--- src/design/relay_defs.svh ---
// Constants for the second relay output function selector.
`ifndef RELAY_DEFS_SVH
`define RELAY_DEFS_SVH

// ----------------------------------------------------------------------
// Register offsets (byte addresses).
// ----------------------------------------------------------------------
`define REG_FUNC_SEL 12'h000
`define REG_UPPER 12'h004
`define REG_LOWER 12'h008
`define REG_QTY_SEL 12'h00C
`define REG_STATUS 12'h010

// ----------------------------------------------------------------------
// Field positions and reset values.
// ----------------------------------------------------------------------
`define STAT_RELAY_BIT 0
`define STAT_LIMIT_BIT 1
`define FUNC_SEL_RESET 4'h0
`define UPPER_RESET 16'h0000
`define LOWER_RESET 16'h0000
`define QTY_SEL_RESET 2'h0

// ----------------------------------------------------------------------
// AXI responses.
// ----------------------------------------------------------------------
`define RESP_OKAY 2'h0
`define RESP_SLVERR 2'h2

`endif

--- src/design/relay_pkg.sv ---
// Types shared by the relay output function selector.
`default_nettype none
package relay_pkg;
	// Status inputs that the drive core offers to the relay.
	typedef struct packed {
		logic running;
		logic healthy;
		logic at_target;
		logic freq_nonzero;
	} drive_status_t;

	// Analog quantities that the limit functions compare.
	typedef struct packed {
		logic [15:0] frequency;
		logic [15:0] current;
		logic [15:0] torque;
		logic [15:0] power;
	} drive_quantity_t;

	typedef enum logic [1:0] {
		QTY_FREQ,
		QTY_CURRENT,
		QTY_TORQUE,
		QTY_POWER
	} quantity_sel_t;
endpackage
`default_nettype wire

--- src/design/relay_hysteresis.sv ---
// Hysteresis comparator for the limit-based relay functions.
`default_nettype none
module relay_hysteresis #(
	parameter int WIDTH = 16
) (
	input wire logic clk, // Control clock.
	input wire logic rst_n, // Synchronised reset, active low.
	input wire logic [WIDTH-1:0] value, // Quantity under test.
	input wire logic [WIDTH-1:0] upper, // Upper threshold.
	input wire logic [WIDTH-1:0] lower, // Lower threshold.
	output logic state // Comparator output.
);
	// ------------------------------------------------------------------
	// Comparator state.
	// ------------------------------------------------------------------
	wire logic above = value > upper;
	wire logic below = value < lower;
	logic next_state;

	// Rise above upper sets, fall below lower clears, else hold.
	assign next_state = above ? 1'b1 :
		(below ? 1'b0 : state);

	// Starts low so the relay stays open until the limit is crossed.
	always_ff @(posedge clk or negedge rst_n) begin
		if (!rst_n) begin
			state <= 1'b0;
		end else begin
			state <= next_state;
		end
	end
endmodule // relay_hysteresis
`default_nettype wire

--- src/design/relay_two_select.sv ---
// Second relay output function selector with an AXI4-Lite register file.
`include "relay_defs.svh"
`default_nettype none
module relay_two_select (
	input wire logic CLOCK, // Control clock, 10 MHz.
	input wire logic RESET_N, // Asynchronous reset, active low.
	input wire relay_pkg::drive_status_t STATUS, // Drive status flags.
	input wire relay_pkg::drive_quantity_t QUANTITY, // Analog values.
	output logic RELAY_CLOSE, // High closes the relay contacts.
	input wire logic [11:0] AWADDR, // Write address.
	input wire logic AWVALID, // Write address valid.
	output logic AWREADY, // Write address ready.
	input wire logic [31:0] WDATA, // Write data.
	input wire logic [3:0] WSTRB, // Write strobes.
	input wire logic WVALID, // Write data valid.
	output logic WREADY, // Write data ready.
	output logic [1:0] BRESP, // Write response.
	output logic BVALID, // Write response valid.
	input wire logic BREADY, // Write response ready.
	input wire logic [11:0] ARADDR, // Read address.
	input wire logic ARVALID, // Read address valid.
	output logic ARREADY, // Read address ready.
	output logic [31:0] RDATA, // Read data.
	output logic [1:0] RRESP, // Read response.
	output logic RVALID, // Read data valid.
	input wire logic RREADY // Read data ready.
);
	import relay_pkg::*;

	// ------------------------------------------------------------------
	// Reset release.
	// ------------------------------------------------------------------
	logic rst_meta;
	logic rst_n;

	// Release is synchronised so all flops leave reset on one edge.
	always_ff @(posedge CLOCK or negedge RESET_N) begin
		if (!RESET_N) begin
			rst_meta <= 1'b0;
			rst_n <= 1'b0;
		end else begin
			rst_meta <= 1'b1;
			rst_n <= rst_meta;
		end
	end

	// ------------------------------------------------------------------
	// Configuration registers.
	// ------------------------------------------------------------------
	logic [3:0] relay_two_function_select;
	logic [15:0] upper_limit_threshold;
	logic [15:0] lower_limit_threshold;
	quantity_sel_t limit_quantity;

	// ------------------------------------------------------------------
	// Write channel.
	// ------------------------------------------------------------------
	logic aw_held;
	logic w_held;
	logic [11:0] aw_addr;
	logic [31:0] w_data;
	logic [3:0] w_strb;

	// Address and data are caught in either order; both must be in hand.
	assign AWREADY = !aw_held && !BVALID;
	assign WREADY = !w_held && !BVALID;
	wire logic aw_take = AWVALID && AWREADY;
	wire logic w_take = WVALID && WREADY;
	wire logic aw_have = aw_held || aw_take;
	wire logic w_have = w_held || w_take;
	wire logic do_write = aw_have && w_have && !BVALID;
	wire logic [11:0] wr_addr = aw_held ? aw_addr : AWADDR;
	wire logic [31:0] wr_data = w_held ? w_data : WDATA;
	wire logic [3:0] wr_strb = w_held ? w_strb : WSTRB;

	// Decode of the write target.
	wire logic wr_func = wr_addr == `REG_FUNC_SEL;
	wire logic wr_upper = wr_addr == `REG_UPPER;
	wire logic wr_lower = wr_addr == `REG_LOWER;
	wire logic wr_qty = wr_addr == `REG_QTY_SEL;
	wire logic wr_stat = wr_addr == `REG_STATUS;
	wire logic wr_mapped = wr_func || wr_upper || wr_lower || wr_qty ||
		wr_stat;

	// Byte-lane merge of a 16-bit register with the write strobes.
	function automatic logic [15:0] merge16(input logic [15:0] old,
		input logic [31:0] data, input logic [3:0] strb);
		logic [15:0] res;
		res = old;
		if (strb[0]) res[7:0] = data[7:0];
		if (strb[1]) res[15:8] = data[15:8];
		return res;
	endfunction

	// Holding stages for the channel that arrives first.
	always_ff @(posedge CLOCK or negedge rst_n) begin
		if (!rst_n) begin
			aw_held <= 1'b0;
			w_held <= 1'b0;
			aw_addr <= 12'h000;
			w_data <= 32'h0000_0000;
			w_strb <= 4'h0;
		end else begin
			aw_held <= do_write ? 1'b0 : aw_have;
			w_held <= do_write ? 1'b0 : w_have;
			if (aw_take) aw_addr <= AWADDR;
			if (w_take) w_data <= WDATA;
			if (w_take) w_strb <= WSTRB;
		end
	end

	// Register update and write response.
	always_ff @(posedge CLOCK or negedge rst_n) begin
		if (!rst_n) begin
			relay_two_function_select <= `FUNC_SEL_RESET;
			upper_limit_threshold <= `UPPER_RESET;
			lower_limit_threshold <= `LOWER_RESET;
			limit_quantity <= quantity_sel_t'(`QTY_SEL_RESET);
			BVALID <= 1'b0;
			BRESP <= `RESP_OKAY;
		end else begin
			if (do_write && wr_func && wr_strb[0])
				relay_two_function_select <= wr_data[3:0];
			if (do_write && wr_upper)
				upper_limit_threshold <= merge16(upper_limit_threshold,
					wr_data, wr_strb);
			if (do_write && wr_lower)
				lower_limit_threshold <= merge16(lower_limit_threshold,
					wr_data, wr_strb);
			if (do_write && wr_qty && wr_strb[0])
				limit_quantity <= quantity_sel_t'(wr_data[1:0]);
			if (do_write) begin
				BVALID <= 1'b1;
				BRESP <= wr_mapped ? `RESP_OKAY : `RESP_SLVERR;
			end else if (BREADY) begin
				BVALID <= 1'b0;
			end
		end
	end

	// ------------------------------------------------------------------
	// Relay function evaluation.
	// ------------------------------------------------------------------
	logic [15:0] limit_value;
	logic limit_state;
	logic fixed_state;
	logic next_relay;

	// The quantity for the limit functions; settings 4 to 7 fix it
	// and the quantity register alone picks it for the shared setting 4'hE.
	always_comb begin
		case (relay_two_function_select)
			4'h4: limit_value = QUANTITY.frequency;
			4'h5: limit_value = QUANTITY.current;
			4'h6: limit_value = QUANTITY.torque;
			4'h7: limit_value = QUANTITY.power;
			default: begin
				case (limit_quantity)
					QTY_FREQ: limit_value = QUANTITY.frequency;
					QTY_CURRENT: limit_value = QUANTITY.current;
					QTY_TORQUE: limit_value = QUANTITY.torque;
					default: limit_value = QUANTITY.power;
				endcase
			end
		endcase
	end

	relay_hysteresis #(
		.WIDTH(16)
	) u_limit (
		.clk(CLOCK),
		.rst_n(rst_n),
		.value(limit_value),
		.upper(upper_limit_threshold),
		.lower(lower_limit_threshold),
		.state(limit_state)
	);

	// Fixed-condition settings; unknown settings leave the relay open.
	always_comb begin
		case (relay_two_function_select)
			4'h0: fixed_state = STATUS.running;
			4'h1: fixed_state = STATUS.healthy;
			4'h2: fixed_state = STATUS.at_target;
			4'h3: fixed_state = STATUS.freq_nonzero;
			default: fixed_state = 1'b0;
		endcase
	end

	wire logic is_limit = (relay_two_function_select >= 4'h4 &&
		relay_two_function_select <= 4'h7) ||
		relay_two_function_select == 4'hE;
	assign next_relay = is_limit ? limit_state : fixed_state;

	// Registered drive so the contact never sees a decode glitch.
	always_ff @(posedge CLOCK or negedge rst_n) begin
		if (!rst_n) begin
			RELAY_CLOSE <= 1'b0;
		end else begin
			RELAY_CLOSE <= next_relay;
		end
	end

	// ------------------------------------------------------------------
	// Read channel.
	// ------------------------------------------------------------------
	assign ARREADY = !RVALID;
	wire logic ar_take = ARVALID && ARREADY;
	wire logic rd_func = ARADDR == `REG_FUNC_SEL;
	wire logic rd_upper = ARADDR == `REG_UPPER;
	wire logic rd_lower = ARADDR == `REG_LOWER;
	wire logic rd_qty = ARADDR == `REG_QTY_SEL;
	wire logic rd_stat = ARADDR == `REG_STATUS;
	logic [31:0] rd_word;
	logic [31:0] stat_word;

	always_comb begin
		stat_word = 32'h0000_0000;
		stat_word[`STAT_RELAY_BIT] = RELAY_CLOSE;
		stat_word[`STAT_LIMIT_BIT] = limit_state;
	end

	assign rd_word = rd_func ? {28'h0000000, relay_two_function_select} :
		rd_upper ? {16'h0000, upper_limit_threshold} :
		rd_lower ? {16'h0000, lower_limit_threshold} :
		rd_qty ? {30'h00000000, limit_quantity} :
		rd_stat ? stat_word : 32'h0000_0000;
	wire logic rd_mapped = rd_func || rd_upper || rd_lower || rd_qty ||
		rd_stat;

	// Read data is captured when the address is taken.
	always_ff @(posedge CLOCK or negedge rst_n) begin
		if (!rst_n) begin
			RVALID <= 1'b0;
			RDATA <= 32'h0000_0000;
			RRESP <= `RESP_OKAY;
		end else if (ar_take) begin
			RVALID <= 1'b1;
			RDATA <= rd_word;
			RRESP <= rd_mapped ? `RESP_OKAY : `RESP_SLVERR;
		end else if (RREADY) begin
			RVALID <= 1'b0;
		end
	end
endmodule // relay_two_select
`default_nettype wire

--- config.mk ---
export PLATFORM = sky130hd
export DESIGN_NAME = relay_two_select
export DESIGN_NICKNAME = d
export VERILOG_FILES = /design/src/design/relay_pkg.sv /design/src/design/relay_hysteresis.sv /design/src/design/relay_two_select.sv
export VERILOG_INCLUDE_DIRS = /design/src /design/src/design
export SDC_FILE = /design/constraint.sdc
export NUM_CORES = 1
export LEC_CHECK = 0
export BUFFER_PORTS_ARGS = -buffer_cell sky130_fd_sc_hd__buf_4
export CAP_MARGIN = 20
export CORE_ASPECT_RATIO = 0.9
export CORE_MARGIN = 10
export CORE_UTILIZATION = 45
export DETAILED_ROUTE_END_ITERATION = 8
export PLACE_DENSITY = 0.76
export SYNTH_ARGS = -nofsm -noshare
export SYNTH_HDL_FRONTEND = slang
export SYNTH_SLANG_ARGS = --single-unit
--- constraint.sdc ---
create_clock -name CLOCK -period 4.95 [get_ports CLOCK]
set_clock_uncertainty 0.1 [all_clocks]
set_input_delay 0.2475 -clock CLOCK [delete_from_list [all_inputs] [get_ports CLOCK]]
set_output_delay 0.2475 -clock CLOCK [all_outputs]
set_load 0.03 [all_outputs]
==> impl_metrics.ini, run 1 <==
[setup_path]
crit_path_start_kind = flip-flop
rr_endpoint = u_limit.state
rrSetupSlack_ns = 1.56
rr_worst_depth = 9
r2r-start = relay_two_function_select[0]
endpoint = u_limit.state
critPathCaptureType = flip-flop
startpoint = relay_two_function_select[0]
critical_path_class = flip-flop to flip-flop
worstPathRequired_ns = 5.08
cp_max_fo = 12
arrival_ns = 3.52

[synthesis]
synth_xor_xnor_area_share_pct = 0
syn_area_per_cell_um2 = 11.05
ys.flop_type = dfrtp_1
synth.mux.area_fraction_pct = 28.67
yosys.area_share.simple_pct = 9.931
synth_compound_area_share_pct = 9.329
synth_enable_flop_cells = 0
synthesis.instances = 545
async_reset_ff_share_pct = 100.0
synth.yosys.warnings = 0
synth_area_mm2 = 0.006022
ys_ff_latch = 94
synth_top_family_by_area = multiplexers
synthAdderAreaFrac_pct = 6.441
synth_cell_types = 44
yosysSeqAreaShare_pct = 39.06

[global_route]
grt_antenna_before_repair = 0
grt_usage_pct = 16.77
grt_pass1_wl_um = 24800
met3_usage_pct = 4.831
top_usage_layer = met2
gr-total-overflow = 0
global_route.usage.met1_pct = 19.96
grt_use_met2_pct = 28.58
grt_pass1_vias = 4991
grt_max_degree = 48

[clock_network]
clkSlewWorstSetupHoldPaths_ns = 0.07
cts_made_buffers = 9
ctsResizeCount = 0
htree_levels = 3
clockRootBuffer = clkbuf_16
ctsLongestPathBuffers = 2
insertion_delay_ns = 0.35
clock-sinks = 94
cts_tree = yes
post_cts_buffers = 0
cts_hold_buf = 3

[floorplan]
die_h_um = 129.7
die_w_um = 141.9
fp.dieArea_mm2 = 0.01842
floorplan.initialDensity_pct = 45.58
rows = 40
coreArea_mm2 = 0.01321
pin_count = 177

[placed_design]
hpwlAfterDp_um = 12770
port_buffers = 140
place_inst = 829
gp_congestion = 0.9066

[sta]
tightest_slew_ns = 0.9184
slew_viol_final = 0
fin_tns_setup_ns = 0
slew_headroom_pct = 38.78
min_period_ns = 3.386
fin_crit_sh_pct = 68.41
finalHoldViolations = 0
finalSetupViolCount = 0
fmax_mhz = 295.3
grt_setup_unrepaired = no

[layout]
syn_to_final_growth_pct = 24.39
final_cell_mix = buf_4, dfrtp_1, nand2_1
final_common_cell = buf_4
regArea_mm2 = 0.002356
antennaDiodeCount = 0
final_nets = 844
fillers = 1100
multiInputGateArea_mm2 = 0.003346
drive_gt1_share_pct = 37.48
final_cells = 851

[drt]
wirelength_um = 15730
post_drt_wl_per_cell_um = 18.48
drt_iter0_markers = 294
first_pass_iters = 5
vias_per_cell = 5.526
dr_total_vias = 4703
drc_errors = 0
ant_nets = 0

[hold_path]
hold_start = AWADDR[1]
min_path_type = primary input to flip-flop

[pwr]
ir_drop_mv = 0.5198
p_leak_nw = 3.268
p_per_area_mw_per_mm2 = 319.8
total_power_mw = 2.396

[flow_run]
cap_violations = 0

[status]
status = completed
==> cell usage after synthesis (2+ instances only) <==
master	instances	area (um^2)
a211o_1	2	17.52
a21oi_1	16	80.08
a22oi_1	5	37.54
a31oi_1	2	12.51
buf_1	2	7.510
buf_2	7	35.03
buf_4	19	142.6
clkbuf_1	17	63.81
conb_1	2	7.510
dfrtp_1	94	2352
ha_1	31	387.9
inv_1	37	138.9
mux2_1	2	22.52
mux2_2	52	585.6
mux2i_1	33	330.3
mux4_2	35	788.3
nand2_1	58	217.7
nand3_1	6	30.03
nand4_1	6	37.54
nor2_1	16	60.06
nor2b_1	7	43.79
nor3_1	4	20.02
nor4_1	3	18.77
nor4_4	2	42.54
o2111ai_2	2	30.03
o211ai_1	5	37.54
o21a_1	3	22.52
o21ai_0	18	90.09
o21ai_1	36	180.2
o21bai_1	2	15.01
o221ai_1	2	17.52
o22ai_1	2	12.51
or3_1	3	18.77
or4_1	3	22.52
or4b_1	2	20.02
==> metrics by stage <==
| step | hold slack, ns | utilization, % | setup WS [ns] | area, um^2 |
|---|---|---|---|---|
| final | 0.03296 | 56.70 | 1.564 | 7491 |
| after global routing | 0.03047 | 56.70 | 1.312 | 7491 |
| after CTS | 0.03077 | 56.37 | 1.269 | 7448 |
| after detailed placement | -0.06848 | 53.98 | 1.289 | 7132 |
| after global placement | -0.06971 | 53.98 | 1.335 | 7132 |
| after floorplan | -0.1481 | - | 1.777 | 6086 |
==> kinds of logic after synthesis <==
family,Yosys count
flip-flops,94
buffers and inverters,82
AND/OR/NAND/NOR,118
AO/OA/AOI/OAI,96
adder cells (fa/ha/maj),31
other,2
multiplexers,122
==> critical path: stages (launching register included) <==
cell	delay [ns]
dfrtp_1	0.80
buf_4	0.33
mux4_2	0.51
mux2_2	0.30
ha_1	0.29
nor2b_1	0.13
o211ai_1	0.16
a21oi_1	0.08
a211o_1	0.29
a211o_1	0.29
==> registers in the layout, indices dropped and copies added, names as in the netlist, 2 cells and up <==
name,cells
lower_limit_threshold,16
w_data,16
w_strb,2
aw_addr,12
limit_quantity,2
upper_limit_threshold,16
relay_two_function_select,4
RDATA,16
==> power breakdown <==
part / switching [mW] / internal, mW / total, mW
Clock: 0.292 / 0.372 / 0.664
Combinational: 0.350 / 0.366 / 0.716
Sequential: 0.101 / 0.914 / 1.02
Total: 0.743 / 1.65 / 2.40
==> final cells by class <==
type,instances,area share [%]
clock buffer,13,3.474
multi-input combinational,386,44.66
clock inverter,3,0.3508
tap,168,2.806
sequential,94,31.45
timing repair buffer,150,15.40
inverter,37,1.854
==> how the worst min path moves through the flow <==
| stage | cells past startpoint | endpoint | slack (ns) |
|---|---|---|---|
| final | 2 | aw_addr[1] | 0.03 |
| after detailed placement | 1 | rst_meta | -0.07 |
| after global placement | 1 | rst_meta | -0.07 |
| after floorplan | 0 | rst_meta | -0.15 |
| after global routing | 2 | aw_addr[1] | 0.03 |
| after CTS | 2 | aw_addr[9] | 0.03 |
==> layer usage <==
layer / wire [um] / vias to the layer above / part of all wire [%]
met5: 0 / - / 0
met4: 354 / 0 / 2.3
met3: 1065 / 31 / 6.8
met2: 7946 / 155 / 51
met1: 6359 / 2291 / 40
li1: - / 2226 / -
Note: power is estimated with default switching activity, not from simulation.
==> run 2: changes to the inputs <==
Clock period 4.95 ns to 3.2 ns, I/O delays scaled along.
==> run 2 against run 1 <==
  * Worst hold slack worse by 0.019 ns
  * Sequential share of layout area down 1.8 points
  * Non-clock buffer count up 45
  * Final cell count up 5.3%
  * Power up 61%
  * Via count up 3.6%
  * Utilization up 3.4 points
  * Clock power up 67%
  * Routed wire length up 6.8%
  * Largest cell class unchanged
==> impl_metrics.ini, run 2 (synthesized netlist as in run 1, its figures left out) <==
[setup_path]
path_cells = buf_12, buf_4, mux4_2, mux2_2, ha_1, nor2b_1, o211ai_1, a21oi_1, a211o_1, a211o_1
rrSetupSlack_ns = 0.14
critPathSlowestCell = mux4_2
rr_endpoint = u_limit.state
crit_top_cell = a211o_1
worstPathRequired_ns = 3.33
rr_worst_depth = 10
cpPeakStageDelay_ns = 0.52
r2r-start = relay_two_function_select[0]
arrival_ns = 3.19
critPathCaptureType = flip-flop
crit_path_start_kind = flip-flop
cp_max_fo = 12
critical_path_class = flip-flop to flip-flop

[floorplan]
rows = 40
floorplan.initialDensity_pct = 45.58
pin_count = 177
fp.dieArea_mm2 = 0.01842
coreArea_mm2 = 0.01321
die_h_um = 129.7
die_w_um = 141.9

[pwr]
combPwrFrac_pct = 30.1
p_clk_share_pct = 29.0
ir_drop_mv = 0.7017
pwr-share-seq_pct = 41.0
p_per_area_mw_per_mm2 = 484.1
switchingPower_mw = 1.213
netSwitchingFraction_pct = 31.55
intPower_mw = 2.632
p_leak_nw = 3.479
total_power_mw = 3.845

[sta]
whs_ns = 0.01419
finalHoldViolations = 0
fmax_mhz = 327.2
fin_tns_setup_ns = 0
tightest_slew_ns = 0.9393
slew_headroom_pct = 37.38
grt_setup_unrepaired = no
finalSetupViolCount = 0
fin_crit_sh_pct = 95.52
min_period_ns = 3.056
slew_viol_final = 0

[drt]
drc_errors = 0
vias_per_cell = 5.438
wirelength_um = 16800
first_pass_iters = 5
post_drt_wl_per_cell_um = 18.75
drt_iter0_markers = 265
top_layer = met4
wl_met2_um = 8545
dr_total_vias = 4872
ant_nets = 0
m1WireLength_um = 6847
met3_length_um = 1032

[hold_path]
min_path_type = primary input to asynchronous set/reset pin

[clock_network]
cts_made_buffers = 9
cts_tree = yes
ctsLongestPathBuffers = 2
htree_levels = 3
clkSlewWorstSetupHoldPaths_ns = 0.07
clockRootBuffer = clkbuf_16
clock-sinks = 94
insertion_delay_ns = 0.35

[layout]
final_cell_mix = buf_4, dfrtp_1, nand2_1
final_nets = 889
utilization_pct = 60.11
drive_gt1_share_pct = 37.77
syn_to_final_growth_pct = 31.89
antennaDiodeCount = 0
final_area_mm2 = 0.007943
final_common_cell = buf_4

[placed_design]
port_buffers = 140
gp_congestion = 0.8360
dpl-instance-area_mm2 = 0.007232
hpwlAfterDp_um = 13420

[flow_run]
cap_violations = 0

[global_route]
gr-total-overflow = 0
grt_antenna_before_repair = 0
grt_usage_pct = 17.89
grt_max_degree = 47
grt_pass1_wl_um = 26360
grt_pass1_vias = 5271

[status]
status = completed
## run 2: cell count changes in the layout (fill, tap and decap cells not counted), moves of 2 or more
cell,before,now
buf_12,0,2
clkbuf_8,2,0
buf_4,146,160
clkbuf_1,2,0
clkinv_4,2,0
inv_6,1,4
dlygate4sd3_1,3,33
## run 2: worst max path at each step
stage,startpoint,to,slack (ns),depth (start not counted)
floorplan,relay_two_function_select[0],u_limit.state,0.03,10
global placement,limit_quantity[0],u_limit.state,0.14,9
detailed placement,limit_quantity[0],u_limit.state,0.07,9
CTS,limit_quantity[0],u_limit.state,0.05,9
global route,limit_quantity[0],u_limit.state,0.02,10
finish,relay_two_function_select[0],u_limit.state,0.14,10
## run 2: through the flow
step,instances,worst slack (ns)
3_5_place_dp,839,0.06897
2_1_floorplan,562,0.02678
3_3_place_gp,837,0.1447
5_1_grt,896,0.02252
4_1_cts,888,0.04686
6_report,896,0.1435
## run 2: timing repair
item,CTS,global route
gates resized for setup,0,3
buffers inserted,0,7
hold buffers,33,0
endpoints found under the hold margin,34,0
setup endpoints to repair,0,1
## run 2: final cells by class
| class | instances | area (um^2) |
|---|---|---|
| Inverter | 37 | 138.9 |
| Sequential cell | 94 | 2356 |
| Tap cell | 168 | 210.2 |
| Clock buffer | 9 | 225.2 |
| Clock inverter | 7 | 83.83 |
| Fill cell | 1081 | 5270 |
| Multi-Input combinational cell | 386 | 3357 |
| Timing Repair Buffer | 195 | 1572 |
## run 2: layer usage
metal	track usage, %	up-vias
met4	4.745	0
met1	21.39	2358
li1	-	2315
met3	4.649	40
met5	0	-
met2	31.36	159
## run 2: power by group through the flow
stage | logic, mW | clock network (mW) | registers (mW)
final | 1.16 | 1.11 | 1.57
after global routing | 1.26 | 1.19 | 1.61
after CTS | 1.15 | 1.14 | 1.58
after detailed placement | 1.12 | 0 | 1.60
after global placement | 1.07 | 0 | 1.57
after floorplan | 0.808 | 0 | 1.57
## run 2: critical path: cells and delay by family, from the launching register on
kind	cells	cell delay, ns
flops	1	0.39
compound gates	4	0.82
mux	2	0.82
simple gates	1	0.13
fa+ha+maj	1	0.29
buf+inv	2	0.37
